==> config.mk <==
export PLATFORM = sky130hd
export DESIGN_NAME = crs_core
export DESIGN_NICKNAME = d
export VERILOG_FILES = /design/src/shared/crs_pkg.sv /design/src/logic/crs_stack.sv /design/src/logic/crs_core.sv
export SDC_FILE = /design/constraint.sdc
export NUM_CORES = 1
export LEC_CHECK = 0
export CAP_MARGIN = 40
export CORE_MARGIN = 5
export CORE_UTILIZATION = 36
export DETAILED_ROUTE_END_ITERATION = 8
export DONT_BUFFER_PORTS = 1
export SYNTH_ARGS = -nofsm -noshare
export SYNTH_HDL_FRONTEND = slang
export SYNTH_HIERARCHICAL = 1
export SYNTH_SLANG_ARGS = --single-unit
==> constraint.sdc <==
create_clock -name core_clk -period 7.4 [get_ports core_clk]
set_input_delay 1.48 -clock core_clk [delete_from_list [all_inputs] [get_ports core_clk]]
set_output_delay 1.48 -clock core_clk [all_outputs]
set_load 0.005 [all_outputs]
==> src/shared/crs_pkg.sv <==
// package: constants and types of the core reset, sleep and stack block
// ==========================================
package crs_pkg;
  localparam int          PC_W            = 13;
  localparam int          DEPTH8          = 8;
  localparam int          DEPTH2          = 2;
  localparam int          SP_W            = 3;
  localparam int          OSC_PER_CYC     = 4;
  localparam int          CLK_NS          = 10;
  localparam int          WDT_BASE_MS     = 18;
  localparam int          CYC_NS          = CLK_NS * OSC_PER_CYC;
  localparam int          WDT_BASE_CYC    = (WDT_BASE_MS * 1000000 + CYC_NS / 2) / CYC_NS;
  localparam int          WDT_W           = 20;
  localparam int          PRE_W           = 8;
  localparam logic [PC_W-1:0] RESET_VECTOR = 13'h0000;
  localparam logic [PC_W-1:0] INT_VECTOR   = 13'h0004;
  localparam logic [7:0]  ACC_RST         = 8'h00;
  localparam int          N_IRQ           = 7;

  typedef enum logic [1:0] {
    CRS_CAUSE_POR,
    CRS_CAUSE_MASTER_CLEAR_PIN,
    CRS_CAUSE_WDT,
    CRS_CAUSE_WAKE
  } crs_cause_type;

  typedef struct packed {
    logic            call_op;
    logic            irq_take;
    logic            ret_lit;
    logic            ret_plain;
    logic            ret_int;
    logic            sleep_op;
    logic            clrwdt_op;
    logic [PC_W-1:0] pc;
  } crs_instr_type;

  typedef struct packed {
    logic            pc_load;
    logic [PC_W-1:0] pc_value;
    logic            overflow;
    logic            underflow;
  } crs_stack_out_type;
endpackage

==> src/logic/crs_stack.sv <==
// return address stack with wrap, overflow and underflow handling
`timescale 1ns/1ps
`default_nettype none
module crs_stack
#(
  parameter int DEPTH = 8,
  parameter bit DEEP  = 1'b1
) (
  // clock and reset
  input  wire logic                    core_clk,
  input  wire logic                    clr,
  input  wire logic                    step,
  // operations
  input  wire logic                    push,
  input  wire logic                    pop,
  input  wire logic [crs_pkg::PC_W-1:0] push_value,
  // results
  output var crs_pkg::crs_stack_out_type res
);
  import crs_pkg::*;

  typedef struct packed {
    logic [DEPTH-1:0][PC_W-1:0] mem;
    logic [SP_W-1:0]            sp;
    logic [SP_W:0]              cnt;
    logic [PC_W-1:0]            last_pop;
    logic                       quiet;
  } crs_stk_state_type;

  crs_stk_state_type st_ff;
  crs_stk_state_type nxt_st;
  crs_stack_out_type nxt_res;

  localparam logic [SP_W-1:0] SP_MAX = SP_W'(DEPTH - 1);
  localparam logic [SP_W:0]   CNT_MAX = (SP_W+1)'(DEPTH);

  always_comb begin
    nxt_st  = st_ff;
    nxt_res = '0;
    if (step && push) begin
      nxt_st.mem[st_ff.sp] = push_value;
      nxt_st.sp = (st_ff.sp == SP_MAX) ? '0 : st_ff.sp + 1'b1;
      if (st_ff.cnt == CNT_MAX) begin
        nxt_res.overflow = 1'b1;
      end else begin
        nxt_st.cnt = st_ff.cnt + 1'b1;
      end
      nxt_st.quiet = 1'b0;
    end else if (step && pop) begin
      nxt_res.pc_load = 1'b1;
      if (st_ff.cnt != '0) begin
        nxt_st.sp = (st_ff.sp == '0) ? SP_MAX : st_ff.sp - 1'b1;
        nxt_st.cnt = st_ff.cnt - 1'b1;
        nxt_res.pc_value = st_ff.mem[nxt_st.sp];
        nxt_st.last_pop = nxt_res.pc_value;
      end else if (DEEP) begin
        // empty: pointer goes to top of a full stack, next pop is silent
        nxt_res.underflow = !st_ff.quiet;
        nxt_st.sp = SP_MAX;
        nxt_st.quiet = 1'b1;
        nxt_res.pc_value = st_ff.mem[SP_MAX];
      end else begin
        nxt_res.underflow = 1'b1;
        nxt_res.pc_value = st_ff.last_pop;
      end
    end
  end

  always_ff @(posedge core_clk) begin
    if (clr) begin
      st_ff <= '0;
      res   <= '0;
    end else begin
      st_ff <= nxt_st;
      res   <= nxt_res;
    end
  end
endmodule
`default_nettype wire

==> src/logic/crs_core.sv <==
// core reset, sleep, watchdog and return stack control
`timescale 1ns/1ps
`default_nettype none
module crs_core (
  // clock and reset
  input  wire logic                     core_clk,
  input  wire logic                     srst,
  // pins and fuses
  input  wire logic                     master_clear_pin,
  input  wire logic                     wdt_fuse_en,
  input  wire logic                     stack_deep,
  // option register prescale select, 0 means one
  input  wire logic [2:0]               wdt_prescale_sel,
  input  wire logic                     wdt_prescale_to_wdt,
  // instruction stream
  input  wire crs_pkg::crs_instr_type   instr,
  // interrupt sources and enable
  input  wire logic                     rb_change_irq,
  input  wire logic                     external_interrupt_pin_irq,
  input  wire logic                     timer0_irq,
  input  wire logic                     second_timer_irq,
  input  wire logic                     timer2_irq,
  input  wire logic                     sync_serial_port_irq,
  input  wire logic                     parallel_port_irq,
  input  wire logic [crs_pkg::N_IRQ-1:0] irq_enable,
  input  wire logic                     global_irq_en,
  // accumulator write from the datapath only
  input  wire logic                     acc_we,
  input  wire logic [7:0]               acc_wdata,
  // outputs
  output logic                          cyc_en,
  output logic                          core_reset,
  output logic                          asleep,
  output logic                          pc_load,
  output logic [crs_pkg::PC_W-1:0]      pc_value,
  output logic                          timeout_flag,
  output logic                          powerdown_flag,
  output logic                          stack_overflow,
  output logic                          stack_underflow,
  output logic [7:0]                    acc_value,
  output var crs_pkg::crs_cause_type     reset_cause
);
  import crs_pkg::*;

  // ==========================================
  // state
  typedef struct packed {
    logic [1:0]       phase;
    logic             master_clear_pin_d;
    logic             master_clear_pin_seen_low;
    logic             asleep;
    logic [WDT_W-1:0] wdt;
    logic [PRE_W-1:0] pre;
    logic             to_n;
    logic             pd_n;
    logic             rst;
    logic             cyc_en;
    logic             pc_load;
    logic [PC_W-1:0]  pc_value;
    logic [7:0]       acc;
    crs_cause_type    cause;
  } crs_state_type;

  crs_state_type     st_ff;
  crs_state_type     nxt_st;
  crs_stack_out_type s2_res;
  crs_stack_out_type s8_res;
  logic              stk_clr;
  logic              do_push;
  logic              pop2;
  logic              pop8;
  logic [N_IRQ-1:0]  irq_vec;
  logic              irq_wake;
  logic              wdt_tick;
  logic [PRE_W-1:0]  pre_lim;

  // enabled interrupt sources, able to wake the core from sleep
  assign irq_vec  = {parallel_port_irq, sync_serial_port_irq, timer2_irq, second_timer_irq,
                     timer0_irq, external_interrupt_pin_irq, rb_change_irq} & irq_enable;
  assign irq_wake = |irq_vec;
  assign pre_lim  = wdt_prescale_to_wdt ? PRE_W'((1 << wdt_prescale_sel) - 1) : '0;
  assign wdt_tick = st_ff.cyc_en && (st_ff.pre == pre_lim);
  assign stk_clr  = srst || st_ff.rst;
  assign do_push  = !st_ff.asleep && (instr.call_op || instr.irq_take);
  assign pop2     = instr.ret_lit;
  assign pop8     = instr.ret_lit || instr.ret_plain || instr.ret_int;

  // ==========================================
  // stacks, only the selected one is used
  crs_stack #(.DEPTH(DEPTH2), .DEEP(1'b0)) u_stack2 (
    .core_clk   (core_clk),
    .clr        (stk_clr),
    .step       (st_ff.cyc_en && !stack_deep && !st_ff.asleep),
    .push       (do_push),
    .pop        (pop2),
    .push_value (PC_W'(instr.pc + 1'b1)),
    .res        (s2_res)
  );

  crs_stack #(.DEPTH(DEPTH8), .DEEP(1'b1)) u_stack8 (
    .core_clk   (core_clk),
    .clr        (stk_clr),
    .step       (st_ff.cyc_en && stack_deep && !st_ff.asleep),
    .push       (do_push),
    .pop        (pop8),
    .push_value (PC_W'(instr.pc + 1'b1)),
    .res        (s8_res)
  );

  // ==========================================
  // next state
  always_comb begin
    nxt_st          = st_ff;
    nxt_st.phase    = st_ff.phase + 1'b1;
    nxt_st.cyc_en   = (st_ff.phase == 2'(OSC_PER_CYC - 2));
    nxt_st.master_clear_pin_d   = master_clear_pin;
    nxt_st.rst      = 1'b0;
    nxt_st.pc_load  = 1'b0;
    if (!master_clear_pin) begin
      nxt_st.master_clear_pin_seen_low = 1'b1;
    end
    if (stack_deep ? s8_res.pc_load : s2_res.pc_load) begin
      nxt_st.pc_load  = 1'b1;
      nxt_st.pc_value = stack_deep ? s8_res.pc_value : s2_res.pc_value;
    end
    if (acc_we && !st_ff.asleep) begin
      nxt_st.acc = acc_wdata;
    end
    if (st_ff.cyc_en) begin
      // prescaler then watchdog, only with the fuse set
      if (wdt_fuse_en) begin
        nxt_st.pre = wdt_tick ? '0 : st_ff.pre + 1'b1;
        if (wdt_tick) begin
          nxt_st.wdt = st_ff.wdt + 1'b1;
        end
      end
      if (instr.clrwdt_op && !st_ff.asleep) begin
        nxt_st.wdt = '0;
        nxt_st.pre = '0;
        nxt_st.to_n = 1'b1;
        nxt_st.pd_n = 1'b1;
      end
      if (instr.sleep_op && !st_ff.asleep) begin
        nxt_st.asleep = 1'b1;
        nxt_st.pd_n   = 1'b0;
        nxt_st.to_n   = 1'b1;
        nxt_st.wdt    = '0;
        nxt_st.pre    = '0;
      end
      if (wdt_fuse_en && wdt_tick && st_ff.wdt == WDT_W'(WDT_BASE_CYC - 1)) begin
        nxt_st.wdt  = '0;
        nxt_st.pre  = '0;
        nxt_st.to_n = 1'b0;
        if (st_ff.asleep) begin
          nxt_st.asleep = 1'b0;
          nxt_st.cause  = CRS_CAUSE_WAKE;
          nxt_st.pc_load  = 1'b1;
          nxt_st.pc_value = PC_W'(instr.pc + 1'b1);
        end else begin
          nxt_st.rst   = 1'b1;
          nxt_st.cause = CRS_CAUSE_WDT;
        end
      end else if (st_ff.asleep && irq_wake) begin
        nxt_st.asleep = 1'b0;
        nxt_st.cause  = CRS_CAUSE_WAKE;
        nxt_st.pc_load  = 1'b1;
        // with global enable the core vectors, otherwise it resumes
        nxt_st.pc_value = global_irq_en ? INT_VECTOR : PC_W'(instr.pc + 1'b1);
      end
    end
    // release of master clear after a low level
    if (st_ff.master_clear_pin_seen_low && master_clear_pin && !st_ff.master_clear_pin_d) begin
      nxt_st.master_clear_pin_seen_low = 1'b0;
      nxt_st.rst      = 1'b1;
      nxt_st.cause    = CRS_CAUSE_MASTER_CLEAR_PIN;
      nxt_st.to_n     = 1'b1;
      nxt_st.pd_n     = st_ff.asleep ? 1'b0 : st_ff.pd_n;
      nxt_st.asleep   = 1'b0;
    end
    if (nxt_st.rst) begin
      nxt_st.wdt      = '0;
      nxt_st.pre      = '0;
      nxt_st.asleep   = 1'b0;
      nxt_st.pc_load  = 1'b1;
      nxt_st.pc_value = RESET_VECTOR;
    end
  end

  // ==========================================
  // registers
  always_ff @(posedge core_clk) begin
    if (srst) begin
      // power-on values
      st_ff          <= '0;
      st_ff.to_n     <= 1'b1;
      st_ff.pd_n     <= 1'b1;
      st_ff.master_clear_pin_d   <= 1'b1;
      st_ff.acc      <= ACC_RST;
      st_ff.cause    <= CRS_CAUSE_POR;
      st_ff.pc_value <= RESET_VECTOR;
    end else begin
      st_ff <= nxt_st;
    end
  end

  // outputs straight from flip-flops
  always_ff @(posedge core_clk) begin
    if (srst) begin
      stack_overflow  <= 1'b0;
      stack_underflow <= 1'b0;
    end else begin
      stack_overflow  <= stack_deep ? s8_res.overflow : s2_res.overflow;
      stack_underflow <= stack_deep ? s8_res.underflow : s2_res.underflow;
    end
  end

  assign cyc_en         = st_ff.cyc_en;
  assign core_reset     = st_ff.rst;
  assign asleep         = st_ff.asleep;
  assign pc_load        = st_ff.pc_load;
  assign pc_value       = st_ff.pc_value;
  assign timeout_flag   = st_ff.to_n;
  assign powerdown_flag = st_ff.pd_n;
  assign acc_value      = st_ff.acc;
  assign reset_cause    = st_ff.cause;
endmodule
`default_nettype wire

======== Yosys cells after proc, flatten, opt, wreduce, memory -nomap -nowiden ========
Cells that the tools add are included.
W data, S select, Z words.
operators by class
  $add $sub $neg .......................... 13
  multiply operators ...................... 0
  reductions and logical operators ........ 66
  divide/modulo/power cells ............... 0
  magnitude comparators ................... 6
  shift operators ......................... 1
  mux-type cells .......................... 62
  equal/unequal tests ..................... 10
  bitwise operators ....................... 6
operators with widths
  cell                     number
  $mux W13                 9
  $mux W14                 8
  $bwmux W104              1
  $mux W20                 3
  $bmux W13 S3             1
  $demux W13 S3            1
  $mux W31                 1
  $mux W30                 1
  $mux W29                 1
  $mux W28                 1
  $bwmux W26               1
  $mux W21                 1
  $add A20 B1 Y20 const B  1
  $eq A20 B19 Y1 const B   1
  $logic_and A1 B1 Y1      20
  $reduce_and A3 Y1        6
  $mux W17                 1
  $mux W1                  16
  $mux W8                  2
  $reduce_bool A4 Y1       4
  $mux W3                  5
  $mux W7                  2
  $add A13 B1 Y13 const B  1
  $demux W13 S1            1
  32 further kinds         75
storage, ports and cells
  memories kept ........................... 0
  flip-flop bits (word level) ............. 266
  latch bits .............................. 0
  bits of input ports ..................... 53
  word-level logic and storage cells ...... 206
  output and inout port bits .............. 31
  memory bits (read-only) ................. 0
  memory bits (writable) .................. 0

======== Depth between registers and ports, before layout ========
  depth in word-level cells ............... 12
  depth in mapped cells ................... 11
  mapped depth without buffers ............ 7

======== Cells and area by module ========
The synthesis kept the hierarchy.
modules (own cells, without submodules)
  module                 sequential area each (µm²)  area an instance (µm²)  cells each  times used
  crs_stack at u_stack8  2562.5                      5509.0                  603         1
  crs_core               1261.2                      3823.7                  458         1
  crs_stack at u_stack2  1241.2                      2511.2                  270         1

======== Least setup slack after synthesis ========
No wires, ideal clock.
  path kind ............................... input -> register
  from .................................... input port stack_deep
  to ...................................... register u_stack8/st_ff[49] (netlist name)
  setup slack ............................. 3.905 ns
  stages .................................. 10
  arrival time ............................ 3.367 ns
  required time ........................... 7.272 ns
  buffers on the path ..................... 4
  setup time .............................. 0.128 ns
  cell sequence ........................... buf_1 buf_1 inv_1 nor2_1 buf_4 nand2_4 nor3_2 buf_6 mux2i_1 nor2_1
on the way
  longest elaborated chain between the ends .. 3
ends and longest elaborated chain
  what                               line             RTL
  from (decl)                        crs_core.sv:11   input wire logic stack_deep,
  $logic_and A1 B1 Y1 (2 in series)  crs_core.sv:103  .step (st_ff.cyc_en && stack_deep && !st_ff.asleep),
  $logic_and A1 B1 Y1                crs_stack.sv:40  if (step && push) begin
  to (signal assigned)               crs_stack.sv:74  st_ff <= nxt_st;
  to (decl)                          crs_stack.sv:30  crs_stk_state_type st_ff;
No other way between the ends.
A chain may end at the register's enable or synchronous reset.

======== Worst setup path in the final report ========
  from .................................... input port stack_deep
  to ...................................... register u_stack8/st_ff[86] (netlist name)
The elaborated chain is that of the path after synthesis.

==> summary.md <==
| Metric | Value |
|---|---|
| Max cap viols | 0 |
| Global-route wire length before repair | 47400 um |
| VDD IR max | 0.149 mV |
| Worst slew pin tran | 0.910 ns |
| Setup WS pre-CTS | 3.60 ns |
| Logic pwr share | 4.7% |
| Slew margin rel. | 39.1% |
| Gr ovfl total | 0 |
| Most frequent CP cell | nor2_1 |
| RSZ-0062 raised after global routing | false |
| Site Rows | 66 |
| Hold Path Depth | 1 |
| Reg2reg end | u_stack8/st_ff[86] |
| Routed wire length | 29800 um |
| Share of cells above drive strength 1 | 11.3% |
| GPL Wtd Cong | 0.823 |
| Yosys cell types | 76 |
| Crit end category | flop |
| Syn_area_per_cell | 8.90 um^2 |
| Critical Path Start Type | input port |
| Post-synth net total | 1401 |
| Post-synthesis sequential area ratio | 42.8% |
| Outcome | finished, final reports clean |
| Worst EP arrival | 3.72 ns |
| Die area | 36600 um^2 |
| Number of CTS-inserted buffers | 28 |
| Hold Crit Class | flop to flop |
| Number of I/O port buffers | 0 |
| Yosys top cell by area | dfxtp_1 |
| Final Skew | 0.0276 ns |
| Synth Cell Area | 11800 um^2 |
| ANT nets after route | 0 |
| Fmax | 304 MHz |
| Flops & latches, synth | 253 |
| Worst path max stage delay | 0.82 ns |
| Reg2reg start | asleep |
| Placed cell areas | 12100 um^2 |
| Clk pwr share | 48.4% |
| Sink Count | 253 |
| Clock latency at the later pin of the worst-skew pair | 0.55 ns |
| Switching power | 0.000670 W |
| Initial Util | 36.4% |
| Die width | 191 um |
| Count leader, synth | dfxtp_1 |
| Power per cell area | 227 nW/um^2 |
| Crit-path slowest cell | nor2_2 |
| Via count | 9085 |
| Core Region | 32500 um^2 |
| Post-synth EDFFs | 0 |
| Post-CTS Setup Bufs | 0 |
| Total GRT Usage | 15.9% |
| Largest net degree at the start of global routing | 71 |
| CTS resizes | 0 |
| CTS tree | done |
| Syn. warnings | 6 |
| IO Count | 84 |
| Number of H-tree levels | 1 |
| Final instance area | 13000 um^2 |
| WL/cell | 17.2 um |
| Static Leak | 4.41 nW |
| Total power | 0.00296 W |
| CTS Hold Bufs | 0 |
| Power share of the sequential group | 46.9% |
| Worst EP required | 7.82 ns |
| Reg clk slew, reported paths | 0.06 ns |
| Pint | 0.00229 W |
| Sw Share | 22.7% |
| Hold worst-path end | st_ff[59] |
| Crit-path max FO | 31 |
| Clock buffer depth | 3 |
| Diode count | 0 |
| Synth-to-layout area growth | 9.95% |
| Top post-synthesis cells by area | dfxtp_1 (43%), mux2i_1 (8.9%), nor2_1 (5.8%) |
| 1st-pass router iterations | 5 |
| Drt first-iter violations | 573 |
| Reg2Reg Depth | 6 |
| Vias per cell | 5.24 |
| Worst Hold Launch | st_ff[59] |
| Half-perimeter wire length after detailed placement | 20500 um |
| Top-area cell type share of the netlist area | 42.8% |
| Setup_tns | 0 ns |
| Fin crit share | 44.5% |
| Setup slack, reg-to-reg | 4.14 ns |
| Gate count of the mapped netlist | 1331 |
| Final hold vios | 0 |
| Drt drc | 0 |
| Critical path cell sequence | inv_1 -> nor2_1 -> nand3_2 -> nor2_2 -> mux2i_1 -> nor2_1 |
| Fin worst setup slack | 4.11 ns |
| Min Clock Period, post-route | 3.29 ns |
| Vias in the first global route | 8718 |
| Post-layout nets | 1340 |
| Pins Over Slew Limit | 0 |
| Setup violators final | 0 |
| Critical path class | input port to flop |
| CTS root buf | clkbuf_16 |
| Ys async rst share | 0% |
| Post-synth top flop | dfxtp_1 |
| Die H | 191 um |
| Antenna violations before repair | 0 |
| Post-synth top cells | dfxtp_1 (253), nor2_1 (183), nand2_1 (150) |
==> area by class of cell <==
type | instances | area (um^2)
Clock buffer | 39 | 802
Clock inverter | 13 | 169
Fill cell | 3267 | 19500
Inverter | 26 | 97.6
Multi-Input combinational cell | 937 | 6090
Sequential cell | 253 | 5060
Tap cell | 442 | 553
Timing Repair Buffer | 24 | 250
==> stage by stage <==
stage,std cells,utilization [%],hold slack (ns)
global placement,1672,36.6,0.395
detailed placement,1682,37.0,0.402
CTS,1734,40.0,0.411
floorplan,1331,-,0.386
finish,1734,40.0,0.406
global route,1734,40.0,0.425
==> state kept, by name (all words and copies together) (netlist names), 2 cells and up <==
signal and cells:
u_stack8/st_ff 112, u_stack2/st_ff 46, st_ff 32, u_stack2/res 16
u_stack8/res 16, pc_value 13, acc_value 8, reset_cause 2
==> logic make-up after synthesis <==
logic type,count (synthesis),synth area share [%]
compound gates,268,14.2
xor+xnor,37,2.74
buf+inv,141,6.15
mux,139,13.4
simple gates,476,18.9
fa+ha+maj,17,1.80
flops,253,42.8
==> cell usage in the layout (no fill, tap or decap), types with 4 or more instances in the layout <==
master      count
a21oi_1        99
dfxtp_1       253
buf_4          15
nor3_1         24
ha_1           17
o2111ai_1       5
o31a_1          4
or3_1           6
mux2_2         20
a31oi_1        10
inv_1          26
mux2i_1       105
or2_2           7
buf_6           4
and2_1          8
clkbuf_8        6
nand2b_1        6
o21ai_0        49
xnor2_1        11
nand3_1        20
nor2b_1        12
a22oi_1         6
clkbuf_1        5
a211oi_1       41
o211a_1         4
clkinvlp_4      4
mux4_2         13
o22ai_1        19
clkbuf_16      28
nand4_1        10
nor2_1        183
xnor2_2         4
nand2_1       150
o31ai_1         4
and3_1         11
xor2_1         22
==> worst max-delay path: cells and delay by family <==
family | cells | cell delay (ns)
mux | 1 | 0.27
simple gates | 4 | 1.91
buf+inv | 1 | 0.03
==> how the worst max path moves through the flow <==
stage               start                 end  cells past startpoint
2_1_floorplan  stack_deep  u_stack8/st_ff[49]                     10
3_3_place_gp   stack_deep  u_stack8/st_ff[87]                      6
3_5_place_dp   stack_deep  u_stack8/st_ff[86]                      6
4_1_cts            asleep  u_stack8/st_ff[86]                      6
5_1_grt            asleep  u_stack8/st_ff[87]                      6
6_report       stack_deep  u_stack8/st_ff[86]                      6
==> routing by layer <==
metal	part of all wire [%]	wire length [um]	vias to the layer above	GRT usage (%)
li1	-	-	4501	-
met1	46	13700	4296	22.0
met2	45	13500	246	25.3
met3	6.8	2010	42	3.25
met4	2.2	643	0	4.20
met5	0	0	-	0
==> power groups by stage <==
| stage | clock, W | combinational (W) | sequential [W] |
|---|---|---|---|
| after global routing | 0.00152 | 0.000153 | 0.00139 |
| final | 0.00143 | 0.000140 | 0.00139 |
| after detailed placement | 0 | 0.000140 | 0.00142 |
| after floorplan | 0 | 0.000113 | 0.00141 |
| after global placement | 0 | 0.000134 | 0.00142 |
| after CTS | 0.00146 | 0.000141 | 0.00139 |
Power figures use the tool's default switching activity.
